[src/include/host_timer_params.svh]
// Offsets, field positions, reset values and timing counts of the host timer block
`ifndef HOST_TIMER_PARAMS_SVH
`define HOST_TIMER_PARAMS_SVH

`define TIMER_CONFIG_OFS 8'h8C
`define TIMER_COUNT_OFS 8'h90
`define FREE_CYCLE_COUNTER_OFS 8'h9C

// Enable sits at bit 29 of the word, bit 13 of the upper half-word
`define TIMER_RUN_BIT 29
`define TIMER_RUN_HALF_BIT 13
`define PRELOAD_RESET 16'hFFFF
`define COUNT_RESET 16'hFFFF
`define FREE_RESET 32'h0000_0000

`define CLK_PERIOD_NS 10
`define FREE_TICK_NS 40
`define FREE_TICK_CYCLES (`FREE_TICK_NS / `CLK_PERIOD_NS)
`define TIMER_TICK_NS 1000
`define TIMER_TICK_CYCLES (`TIMER_TICK_NS / `CLK_PERIOD_NS)
`define FREE_CLEAR_NS 160
`define FREE_CLEAR_CYCLES ((`FREE_CLEAR_NS + `CLK_PERIOD_NS - 1) / `CLK_PERIOD_NS)

`endif

[src/include/host_timer_pkg.sv]
// Types shared by the host timer block
package host_timer_pkg;

  typedef struct packed {
    logic sel;
    logic rd;
    logic wr;
    logic [7:1] addr;
    logic [15:0] data;
  } host_req_t;

  typedef enum logic [0:0] {
    TIMER_HALTED,
    TIMER_RUNNING
  } timer_state_t;

endpackage : host_timer_pkg

[src/hdl/tick_divider.sv]
// One-cycle enable pulse every DIV clock cycles
`timescale 1ns/1ps
module tick_divider #(
  parameter int DIV = 4
) (
  input wire logic clk,
  input wire logic rst_n,
  output logic tick
);

  localparam int CW = $clog2(DIV) + 1;
  localparam logic [CW-1:0] LAST = CW'(DIV - 1);

  logic [CW-1:0] phase;

  always_ff @(posedge clk or negedge rst_n)
  begin
    if (!rst_n)
    begin
      phase <= '0;
      tick <= 1'b0;
    end
    else
    begin
      tick <= (phase == LAST);
      phase <= (phase == LAST) ? '0 : phase + CW'(1);
    end
  end

endmodule : tick_divider

[src/hdl/timer_core.sv]
// Down counter with reload and expiry pulse for the general purpose timer
`timescale 1ns/1ps
`include "host_timer_params.svh"
module timer_core
  import host_timer_pkg::*;
(
  input wire logic clk,
  input wire logic rst_n,
  input wire logic tick,
  input wire logic run,
  input wire logic [15:0] preload,
  output logic [15:0] count,
  output logic expire
);

  timer_state_t state;

  always_ff @(posedge clk or negedge rst_n)
  begin
    if (!rst_n)
      state <= TIMER_HALTED;
    else
    begin
      case (state)
        TIMER_HALTED: if (run) state <= TIMER_RUNNING;
        TIMER_RUNNING: if (!run) state <= TIMER_HALTED;
        default: state <= TIMER_HALTED;
      endcase
    end
  end

  // Preload is sampled only at start and at reload, so writes mid-count wait
  always_ff @(posedge clk or negedge rst_n)
  begin
    if (!rst_n)
    begin
      count <= `COUNT_RESET;
      expire <= 1'b0;
    end
    else
    begin
      expire <= 1'b0;
      case (state)
        TIMER_HALTED:
          if (run)
            count <= preload;
        TIMER_RUNNING:
          if (run && tick)
          begin
            if (count == 16'h0000)
            begin
              count <= preload;
              expire <= 1'b1;
            end
            else
              count <= count - 16'h0001;
          end
        default: count <= `COUNT_RESET;
      endcase
    end
  end

endmodule : timer_core

[src/hdl/host_timer_and_cycle_counter.sv]
// Host timer and free-running cycle counter behind a 16-bit SRAM-like bus
// Notes on behaviour
// - Writing one to bit 29 runs the timer; clearing it halts it.
// - When the run bit falls, preload is forced back to FFFFh.
// - Timer starts from the writable preload in bits 15-0, reset FFFFh.
// - Read-only count register bits 15-0 show present timer value, FFFFh after reset.
// - Timer raises host interrupt events repeatedly at the configured interval.
// - Read-only 32-bit counter starts at zero, adds one every 25MHz cycle.
// - At all ones the counter wraps to zero and keeps counting.
// - First half-word read captures all 32 bits; second half comes from capture.
// - Counter may take up to 160ns to clear after reset.
// - No power state stops the free-running counter.
`timescale 1ns/1ps
`include "host_timer_params.svh"
module host_timer_and_cycle_counter
  import host_timer_pkg::*;
(
  input wire logic clk,
  input wire logic rstn,
  input wire logic host_cs_n,
  input wire logic host_rd_n,
  input wire logic host_wr_n,
  input wire logic [7:1] host_addr,
  input wire logic [15:0] host_data_in,
  output logic [15:0] host_data_out,
  output logic host_data_oe,
  output logic timer_irq_event
);

  logic rst_meta;
  logic rst_n;

  always_ff @(posedge clk or negedge rstn)
  begin
    if (!rstn)
    begin
      rst_meta <= 1'b0;
      rst_n <= 1'b0;
    end
    else
    begin
      rst_meta <= 1'b1;
      rst_n <= rst_meta;
    end
  end

  host_req_t req;
  logic rd_q;
  logic wr_q;
  logic rd_start;
  logic wr_start;
  logic [7:0] byte_addr;
  logic hit_cfg;
  logic hit_cnt;
  logic hit_free;
  logic upper_half;

  assign req = '{sel: !host_cs_n, rd: !host_rd_n, wr: !host_wr_n,
                 addr: host_addr, data: host_data_in};
  assign rd_start = req.sel && req.rd && !rd_q;
  assign wr_start = req.sel && req.wr && !wr_q;
  assign byte_addr = {req.addr, 1'b0};
  assign upper_half = byte_addr[1];
  assign hit_cfg = (byte_addr[7:2] == 6'(`TIMER_CONFIG_OFS >> 2));
  assign hit_cnt = (byte_addr[7:2] == 6'(`TIMER_COUNT_OFS >> 2));
  assign hit_free = (byte_addr[7:2] == 6'(`FREE_CYCLE_COUNTER_OFS >> 2));

  // Strobes act once, on the first cycle of each access
  always_ff @(posedge clk or negedge rst_n)
  begin
    if (!rst_n)
    begin
      rd_q <= 1'b0;
      wr_q <= 1'b0;
    end
    else
    begin
      rd_q <= req.sel && req.rd;
      wr_q <= req.sel && req.wr;
    end
  end

  logic run_en;
  logic [15:0] timer_preload_value;
  logic [15:0] timer_current_count;
  logic timer_expire;
  logic timer_tick;

  always_ff @(posedge clk or negedge rst_n)
  begin
    if (!rst_n)
      run_en <= 1'b0;
    else if (wr_start && hit_cfg && upper_half)
      run_en <= req.data[`TIMER_RUN_HALF_BIT];
  end

  always_ff @(posedge clk or negedge rst_n)
  begin
    if (!rst_n)
      timer_preload_value <= `PRELOAD_RESET;
    else if (wr_start && hit_cfg && upper_half && run_en && !req.data[`TIMER_RUN_HALF_BIT])
      timer_preload_value <= `PRELOAD_RESET;
    else if (wr_start && hit_cfg && !upper_half)
      timer_preload_value <= req.data;
  end

  tick_divider #(
    .DIV(`TIMER_TICK_CYCLES)
  ) u_timer_div (
    .clk(clk),
    .rst_n(rst_n),
    .tick(timer_tick)
  );

  timer_core u_timer (
    .clk(clk),
    .rst_n(rst_n),
    .tick(timer_tick),
    .run(run_en),
    .preload(timer_preload_value),
    .count(timer_current_count),
    .expire(timer_expire)
  );

  // Event pulse for the interrupt controller outside this block
  always_ff @(posedge clk or negedge rst_n)
  begin
    if (!rst_n)
      timer_irq_event <= 1'b0;
    else
      timer_irq_event <= timer_expire;
  end

  logic free_tick;
  logic [31:0] free_cycle_count;

  tick_divider #(
    .DIV(`FREE_TICK_CYCLES)
  ) u_free_div (
    .clk(clk),
    .rst_n(rst_n),
    .tick(free_tick)
  );

  // No power-state input gates this counter: it runs in every state
  always_ff @(posedge clk or negedge rst_n)
  begin
    if (!rst_n)
      free_cycle_count <= `FREE_RESET;
    else if (free_tick)
      free_cycle_count <= free_cycle_count + 32'h0000_0001;
  end

  // Half-word coherence: capture on first half, serve the other half from capture
  logic [31:0] free_capture;
  logic capture_valid;
  logic capture_half;
  logic from_capture;

  assign from_capture = capture_valid && (capture_half != upper_half);

  always_ff @(posedge clk or negedge rst_n)
  begin
    if (!rst_n)
    begin
      free_capture <= 32'h0000_0000;
      capture_valid <= 1'b0;
      capture_half <= 1'b0;
    end
    else if (rd_start && hit_free)
    begin
      if (from_capture)
        capture_valid <= 1'b0;
      else
      begin
        free_capture <= free_cycle_count;
        capture_valid <= 1'b1;
        capture_half <= upper_half;
      end
    end
  end

  logic [31:0] read_word;
  logic [31:0] free_word;

  assign free_word = from_capture ? free_capture : free_cycle_count;

  always_comb
  begin
    read_word = 32'h0000_0000;
    if (hit_cfg)
      read_word = {2'b00, run_en, 13'h0000, timer_preload_value};
    else if (hit_cnt)
      read_word = {16'h0000, timer_current_count};
    else if (hit_free)
      read_word = free_word;
  end

  always_ff @(posedge clk or negedge rst_n)
  begin
    if (!rst_n)
    begin
      host_data_out <= 16'h0000;
      host_data_oe <= 1'b0;
    end
    else
    begin
      host_data_oe <= req.sel && req.rd;
      if (rd_start)
        host_data_out <= upper_half ? read_word[31:16] : read_word[15:0];
    end
  end

  // Checks on behaviour
  int unsigned since_reset;

  always_ff @(posedge clk or negedge rst_n)
  begin
    if (!rst_n)
      since_reset <= 0;
    else if (since_reset < 1000)
      since_reset <= since_reset + 1;
  end

  property p_run_set;
    @(posedge clk) disable iff (!rst_n)
    (wr_start && hit_cfg && upper_half) |=> (run_en == $past(req.data[13]));
  endproperty
  a_run_set: assert property (p_run_set) else $error("run bit not taken from write");

  property p_preload_preset;
    @(posedge clk) disable iff (!rst_n)
    $fell(run_en) |-> (timer_preload_value == 16'hFFFF);
  endproperty
  a_preload_preset: assert property (p_preload_preset) else $error("preload not preset on halt");

  property p_start_from_preload;
    @(posedge clk) disable iff (!rst_n)
    $rose(run_en) |=> (timer_current_count == $past(timer_preload_value));
  endproperty
  a_start_from_preload: assert property (p_start_from_preload) else $error("start value wrong");

  property p_count_read;
    @(posedge clk) disable iff (!rst_n)
    (rd_start && hit_cnt && !upper_half) |=> (host_data_out == $past(timer_current_count));
  endproperty
  a_count_read: assert property (p_count_read) else $error("count read mismatch");

  property p_expire_event;
    @(posedge clk) disable iff (!rst_n)
    timer_expire |=> timer_irq_event ##1 !timer_irq_event;
  endproperty
  a_expire_event: assert property (p_expire_event) else $error("event pulse wrong");

  property p_free_step;
    @(posedge clk) disable iff (!rst_n)
    free_tick |=> (free_cycle_count == $past(free_cycle_count) + 32'h1) ##0 !free_tick[*3];
  endproperty
  a_free_step: assert property (p_free_step) else $error("free counter step wrong");

  property p_free_wrap;
    @(posedge clk) disable iff (!rst_n)
    (free_tick && free_cycle_count == 32'hFFFF_FFFF) |=> (free_cycle_count == 32'h0);
  endproperty
  a_free_wrap: assert property (p_free_wrap) else $error("free counter did not wrap");

  property p_coherent_half;
    @(posedge clk) disable iff (!rst_n)
    (rd_start && hit_free && from_capture)
      |=> (host_data_out == ($past(capture_half) ? $past(free_capture[15:0])
                                                  : $past(free_capture[31:16])));
  endproperty
  a_coherent_half: assert property (p_coherent_half) else $error("second half not coherent");

  property p_clear_time;
    @(posedge clk) disable iff (!rst_n)
    (since_reset < 16) |-> (free_cycle_count < 32'h10);
  endproperty
  a_clear_time: assert property (p_clear_time) else $error("counter not cleared in time");

  property p_never_stops;
    @(posedge clk) disable iff (!rst_n)
    (since_reset > 8) |-> ##[0:4] free_tick;
  endproperty
  a_never_stops: assert property (p_never_stops) else $error("free counter stalled");

  property p_reload;
    @(posedge clk) disable iff (!rst_n)
    timer_expire |-> (timer_current_count == $past(timer_preload_value));
  endproperty
  a_reload: assert property (p_reload) else $error("reload value wrong");

  property p_preload_isolated;
    @(posedge clk) disable iff (!rst_n)
    (run_en && $past(run_en) && $past(run_en, 2) && !$past(timer_tick) && !$rose(run_en))
      |-> $stable(timer_current_count);
  endproperty
  a_preload_isolated: assert property (p_preload_isolated) else $error("count moved off tick");

endmodule : host_timer_and_cycle_counter

[config.mk]
export PLATFORM = sky130hd
export DESIGN_NAME = host_timer_and_cycle_counter
export DESIGN_NICKNAME = d
export VERILOG_FILES = /design/src/include/host_timer_pkg.sv /design/src/hdl/tick_divider.sv /design/src/hdl/timer_core.sv /design/src/hdl/host_timer_and_cycle_counter.sv
export VERILOG_INCLUDE_DIRS = /design/src /design/src/include
export SDC_FILE = /design/constraint.sdc
export NUM_CORES = 1
export LEC_CHECK = 0
export ABC_CLOCK_PERIOD_IN_PS = 9900
export BUFFER_PORTS_ARGS = -buffer_cell sky130_fd_sc_hd__buf_4
export CAP_MARGIN = 20
export CORE_MARGIN = 10
export CORE_UTILIZATION = 50
export DETAILED_ROUTE_END_ITERATION = 8
export GPL_TIMING_DRIVEN = 0
export PLACE_DENSITY = 0.72
export SYNTH_ARGS = -nofsm -noshare
export SYNTH_HDL_FRONTEND = slang
export SYNTH_SLANG_ARGS = --single-unit
[constraint.sdc]
create_clock -name clk -period 9.9 [get_ports clk]
set_input_delay 2.97 -clock clk [delete_from_list [all_inputs] [get_ports clk]]
set_output_delay 2.97 -clock clk [all_outputs]
set_load 0.01 [all_outputs]
Yosys cells after proc, flatten, opt, wreduce, memory -nomap -nowiden
Index checks and enable logic that the tools add are counted.
- add/sub/neg operators: 4
- equality and inequality tests: 8
- muxes and demuxes: 18
- bitwise operators: 2
- reduce and logical (&&, ||, !) cells: 23
- operators with widths (kind ; count):
    $mux W32 ; 4
    $mux W16 ; 6
    $add A32 B1 Y32 const B ; 1
    $pmux W16 S2 ; 1
    $eq A6 B6 Y1 const B ; 3
    $logic_not A16 Y1 ; 1
    $sub A16 B1 Y16 const B ; 1
    $logic_and A1 B1 Y1 ; 12
    $add A8 B1 Y8 const B ; 1
    $eq A8 B7 Y1 const B ; 1
    $mux W8 ; 1
    $logic_not A1 Y1 ; 7
    $mux W1 ; 5
    $ne A2 B2 Y1 const B ; 2
    $reduce_and A2 Y1 ; 2
    $add A3 B1 Y3 const B ; 1
    $eq A3 B2 Y1 const B ; 1
    $mux W3 ; 1
    $not A1 Y1 ; 2
    $reduce_bool A2 Y1 ; 1
    $ne A1 B1 Y1 ; 1
- register bits after elaboration: 135
- bits of input ports: 28
- output and inout port bits: 18
- logic and storage cells: 74

Logic depth before layout (Yosys ltp)
- depth in word-level cells: 8
- gate-level depth with buffers: 8
- gate-level depth less buffers: 7

Hierarchy
A second synthesis with hierarchy kept.
- cell total of the unflattened synthesis: 679
- area, all modules: 7154.4 µm²
- by module, submodules not included (module ; instances ; cells an instance ; area an instance (µm²) ; seq. area each (µm²)):
    host_timer_and_cycle_counter ; 1 ; 505 ; 5420.2 ; 2622.5
    timer_core ; 1 ; 133 ; 1186.1 ; 470.5
    tick_divider at u_timer_div ; 1 ; 32 ; 400.4 ; 225.2
    tick_divider at u_free_div ; 1 ; 9 ; 147.6 ; 100.1

Worst setup path after synthesis
No wires, ideal clock.
- path type: input port to flip-flop
- start point: input port host_addr[5] in the netlist's numbering
- end point: register timer_preload_value[10]
- setup time: 86 ps
- arrival: 4578 ps
- required time: 9814 ps
- setup slack: 5235 ps
- stages on the path: 8
- buffers on the path: 3
- cell sequence: or3b_1 -> or3_1 -> buf_2 -> or3_1 -> buf_2 -> buf_2 -> nand2_1 -> nand3_1
- cells in the longest elaborated chain, start to end: 6
- elaborated cells on any way between the ends: 8
- classes of those cells: eq/ne (1); mux (1); reduce/logical (6)
- RTL lines (what ; RTL line ; source):
    start, declared ; host_timer_and_cycle_counter.sv:23 ; input wire logic [7:1] host_addr,
    $eq A6 B6 Y1 * ; host_timer_and_cycle_counter.sv:64 ; assign hit_cfg = (byte_addr[7:2] == 6'(`TIMER_CONFIG_OFS >> 2));
    $logic_and A1 B1 Y1 * ; host_timer_and_cycle_counter.sv:101, host_timer_and_cycle_counter.sv:103 ;
    $logic_and A1 B1 Y1 (3 in series) ; host_timer_and_cycle_counter.sv:101 ; else if (wr_start && hit_cfg && upper_half && run_en && !req.data[`TIMER_RUN_HALF_BIT])
    $mux W16 / $reduce_bool A2 Y1 (equally long branches) ; - ;
    end signal, assigned ; host_timer_and_cycle_counter.sv:100 ; timer_preload_value <= `PRELOAD_RESET;
    end signal, assigned ; host_timer_and_cycle_counter.sv:102 ; timer_preload_value <= `PRELOAD_RESET;
    end signal, assigned ; host_timer_and_cycle_counter.sv:104 ; timer_preload_value <= req.data;
    end, declared ; host_timer_and_cycle_counter.sv:84 ; logic [15:0] timer_preload_value;
Every way passes the cells marked *; elsewhere a longest branch is shown, timed or not.
A chain may end at the register's enable or synchronous reset.

Worst setup path in the final report
- start point: input port host_addr[5] in the netlist's numbering
- end point: register timer_preload_value[8]
The elaborated chain is that of the path after synthesis.

==> flow_summary.rst <==
.. list-table::
   :header-rows: 1

   * - Metric
     - Value
   * - Data arrival time of the critical path
     - 5300 ps
   * - RR Endpoint
     - host_data_out[10]$_DFFE_PN0P_
   * - XOR/XNOR Fraction of Synth Area
     - 0.0502
   * - Ant diodes
     - 0
   * - Number of gates resized after CTS
     - 0
   * - Clock slew at the register clock pins of the worst setup and hold paths
     - 50 ps
   * - DRT iter0 DRCs
     - about 420
   * - Area growth from synthesis to layout
     - 16.9%
   * - Count of standard-cell rows
     - 42
   * - Vias in the first global route
     - 5178
   * - Total number of yosys warnings
     - 0
   * - Via count
     - 5250
   * - Transition time at the pin with the least slew margin
     - 864 ps
   * - Relative slew slack
     - 0.420
   * - Compound-Gate Fraction of Synth Area
     - 0.132
   * - Critical path capture point type
     - register
   * - Terminating pin of the worst hold path
     - rst_n$_DFF_PN0_
   * - Post-synthesis adder-cell area fraction
     - 0.00944
   * - Simple-gate share of the synthesized area
     - 0.169
   * - Setup slack of the most critical reg-to-reg path
     - about 7600 ps
   * - Width of the die
     - 135 um
   * - Detail Route Antenna Nets
     - 0
   * - Total global routing overflow
     - 0
   * - Source of the worst hold timing path
     - rst_meta$_DFF_PN0_
   * - Total GRT Usage
     - 0.191
   * - Count of different cell masters after synthesis
     - 56
   * - Cell Area, Synth
     - 6630 um2
   * - Worst vdd ir
     - 0.113 mV
   * - Crit start category
     - input pin
   * - First-pass GRT wire length
     - roughly 27000 um
   * - Share of flip-flops with an asynchronous set or reset after synthesis
     - 1.00
   * - Final routed wire length divided by cell count
     - about 19 um
   * - Final Hold Vio Count
     - 0
   * - Initial antenna violation count
     - 0
   * - Most instantiated flip-flop cell in the synthesis netlist
     - sky130_fd_sc_hd__dfrtp_1
   * - CTS buffer count
     - 17
   * - Post-Synthesis Net Count
     - between 600 and 700
   * - Max-slew violation count
     - 0
   * - Proportion of synthesized chip area in sequential cells
     - 0.516
   * - Max Fclk
     - 202 MHz
   * - Largest fanout on the critical path
     - 10
   * - Yosys reg bits
     - 135
   * - Clock root buffer
     - sky130_fd_sc_hd__clkbuf_16
   * - Reg2Reg Depth
     - 7
   * - Number of H-tree levels
     - 4
   * - Number of instances in the synthesized netlist
     - 629
   * - Post-DP HPWL
     - 12200 um
   * - Placed Cells incl. Taps
     - between 800 and 900
   * - Count of input and output buffers
     - 45
   * - Utilization after layout
     - 0.590
   * - Placer's final routability congestion estimate
     - 0.908
   * - Post-synthesis mux area share
     - 0.0927
   * - Buffer depth of the longest clock path
     - 2
   * - Pin count of the biggest net entering global routing
     - between 70 and 80
   * - Combinational family with the most area after synthesis
     - simple AND/OR/NAND/NOR gates
   * - Startpoint of the worst-slack reg-to-reg timing path
     - capture_valid$_DFFE_PN0P_
   * - Critical Path RT
     - about 10000 ps
   * - Mean instance size in the synthesized netlist
     - 10.5 um2
   * - Core Footprint
     - roughly 13000 um2
   * - Final net count
     - between 700 and 800
   * - IO Count
     - 46
   * - Total negative slack
     - 0 ps
   * - Post-route DRC violation count
     - 0
   * - Final critical path time including I/O delays and setup
     - 4940 ps
   * - Power density over cell area
     - roughly 170 nW/um2
   * - Number of buffers inserted to repair setup after CTS
     - 0
   * - Number of iterations in the first detailed-routing pass
     - 5
   * - Vias per cell
     - 5.94
   * - Number of standard cells in the final layout excluding fillers
     - 884
   * - Clock latency at the later pin of the worst-skew pair
     - 430 ps
   * - Fin crit share
     - 0.499
   * - Critical setup path kind
     - in -> reg
   * - Final-layout fill cell count
     - 1094
   * - Die boundary height
     - 135 um
   * - Largest clock skew in the final design
     - 7.95 ps
   * - Wirelength, routed
     - 16700 um
   * - Fraction of layout cells with a size suffix above 1
     - 0.175
   * - Number of setup violations in the final report
     - 0
   * - Max Cap Violations
     - 0
   * - Worst hold path cell count
     - 0
   * - HP Class
     - reg -> reg
   * - Area of the die
     - roughly 18000 um2
   * - CTS tree
     - built
   * - Num Clock Sinks
     - 135
   * - Number of enable flip-flop cells after synthesis
     - 0
   * - Static power due to leakage
     - 3.61 nW
   * - Run status
     - finished, final reports clean
   * - Starting Density
     - 0.505
   * - Unrepaired setup endpoints after global routing
     - false
   * - CTS Hold Buffers Added
     - 0
==> cell usage in the layout, fill, tap and decap left out, types with 4 or more instances in the layout <==
cell type and n:
sky130_fd_sc_hd__nor2_1 33, sky130_fd_sc_hd__clkbuf_1 33, sky130_fd_sc_hd__o21ai_0 8, sky130_fd_sc_hd__or3_1 12
sky130_fd_sc_hd__a22o_1 19, sky130_fd_sc_hd__mux2i_1 22, sky130_fd_sc_hd__nand3_1 37, sky130_fd_sc_hd__nand4_1 10
sky130_fd_sc_hd__and3_1 20, sky130_fd_sc_hd__buf_2 9, sky130_fd_sc_hd__o21ai_1 8, sky130_fd_sc_hd__o2bb2ai_1 4
sky130_fd_sc_hd__buf_4 48, sky130_fd_sc_hd__a2bb2oi_1 16, sky130_fd_sc_hd__dfstp_2 32, sky130_fd_sc_hd__mux2_1 33
sky130_fd_sc_hd__ha_1 5, sky130_fd_sc_hd__xor2_1 14, sky130_fd_sc_hd__a21oi_1 19, sky130_fd_sc_hd__inv_1 10
sky130_fd_sc_hd__dfrtp_1 102, sky130_fd_sc_hd__nor4_1 7, sky130_fd_sc_hd__a311o_1 4, sky130_fd_sc_hd__xnor2_1 24
sky130_fd_sc_hd__nand2_1 69, sky130_fd_sc_hd__nor3_1 13, sky130_fd_sc_hd__o22ai_1 14, sky130_fd_sc_hd__clkbuf_16 17
sky130_fd_sc_hd__a211oi_1 16
==> layer usage <==
| layer | global-route usage | share of wire |
|---|---|---|
| met5 | 0 | 0 |
| met4 | 0.0742 | 0.021 |
| met3 | 0.0449 | 0.070 |
| met2 | 0.304 | 0.48 |
| met1 | 0.246 | 0.43 |
==> per-stage QoR <==
step	setup slack (ps)	total power [mW]	hold slack, ps	cell area, um2
after floorplan	5240	0.728	331	6630
after global placement	4520	0.776	332	7190
after detailed placement	4490	0.781	335	7220
after CTS	4930	1.36	352	7750
after global routing	4810	1.40	353	7750
final	4960	1.35	349	7750
==> how the worst max path moves through the flow <==
stage	slack (ps)	endpoint	from
2_1_floorplan	5240	timer_preload_value[10]$_DFFE_PN1P_	host_addr[5]
3_3_place_gp	4520	u_timer.expire$_DFF_PN0_	rst_n$_DFF_PN0_
3_5_place_dp	4490	timer_preload_value[8]$_DFFE_PN1P_	host_addr[5]
4_1_cts	4930	timer_preload_value[8]$_DFFE_PN1P_	host_addr[5]
5_1_grt	4810	timer_preload_value[12]$_DFFE_PN1P_	host_addr[5]
6_report	4960	timer_preload_value[8]$_DFFE_PN1P_	host_addr[5]
==> synth_stat cells (all sizes together) (2+ instances only) <==
cell type	number	area, um2
xor2	14	123
o21a	2	15.0
ha	5	62.6
or3b	2	17.5
a311o	4	40.0
xnor2	24	210
buf	14	75.1
and4	3	26.3
clkbuf	23	86.3
a2bb2oi	16	140
nand3	37	185
nand4	10	62.6
nor2	33	124
a21oi	20	104
and2	3	18.8
dfstp	32	841
mux2	35	394
nand2	69	259
or2	3	18.8
o22ai	14	87.6
o21ai	17	88.8
a211oi	16	120
or3	12	75.1
mux2i	22	220
o2bb2ai	4	35.0
nor4	7	43.8
or4	2	18.8
inv	10	37.5
nor3	14	75.1
nor2b	3	18.8
and3	20	125
a22o	19	166
dfrtp	103	2580
a22oi	3	22.5
==> cell families (layout without fill, tap and decap cells) <==
logic type                 after synthesis  count (layout)
AOI/OAI and AO/OA                      122             122
buffers and inverters                   47             126
adders and majority gates                5               5
muxes                                   57              57
xor gates and xnor gates                38              38
and+or+nand+nor                        224             224
other                                    1               1
DFF                                    135             135
==> final cells by class <==
type,instances,area [um2],area share
repair buffers,47,373,0.0481
clock inverters,4,50.0,0.00645
well taps,176,220,0.0284
multi-input cells,447,3010,0.389
flip-flops and latches,135,3420,0.441
clock buffers,28,477,0.0615
inverters,10,37.5,0.00484
plain buffers,37,161,0.0208
==> flip-flops by register name (all words and copies together), names as in the netlist, 3 cells and up <==
name                 cells
u_timer_div.phase        8
timer_preload_value     16
u_timer.count           16
u_free_div.phase         3
host_data_out           16
free_cycle_count        32
free_capture            32
==> report_power, final <==
group / internal [mW] / switching, mW
sequential: 0.600 / 0.0477
clock: 0.351 / 0.223
combinational: 0.0567 / 0.0711
==> worst max-delay path, stage by stage <==
cell and delay, ps:
sky130_fd_sc_hd__buf_4 110, sky130_fd_sc_hd__or3b_1 400, sky130_fd_sc_hd__nor3_1 600, sky130_fd_sc_hd__nand4b_1 270, sky130_fd_sc_hd__or3b_1 410, sky130_fd_sc_hd__clkbuf_1 220
sky130_fd_sc_hd__buf_2 240, sky130_fd_sc_hd__nand3_1 90
Note: power is estimated with default switching activity, not from simulation.
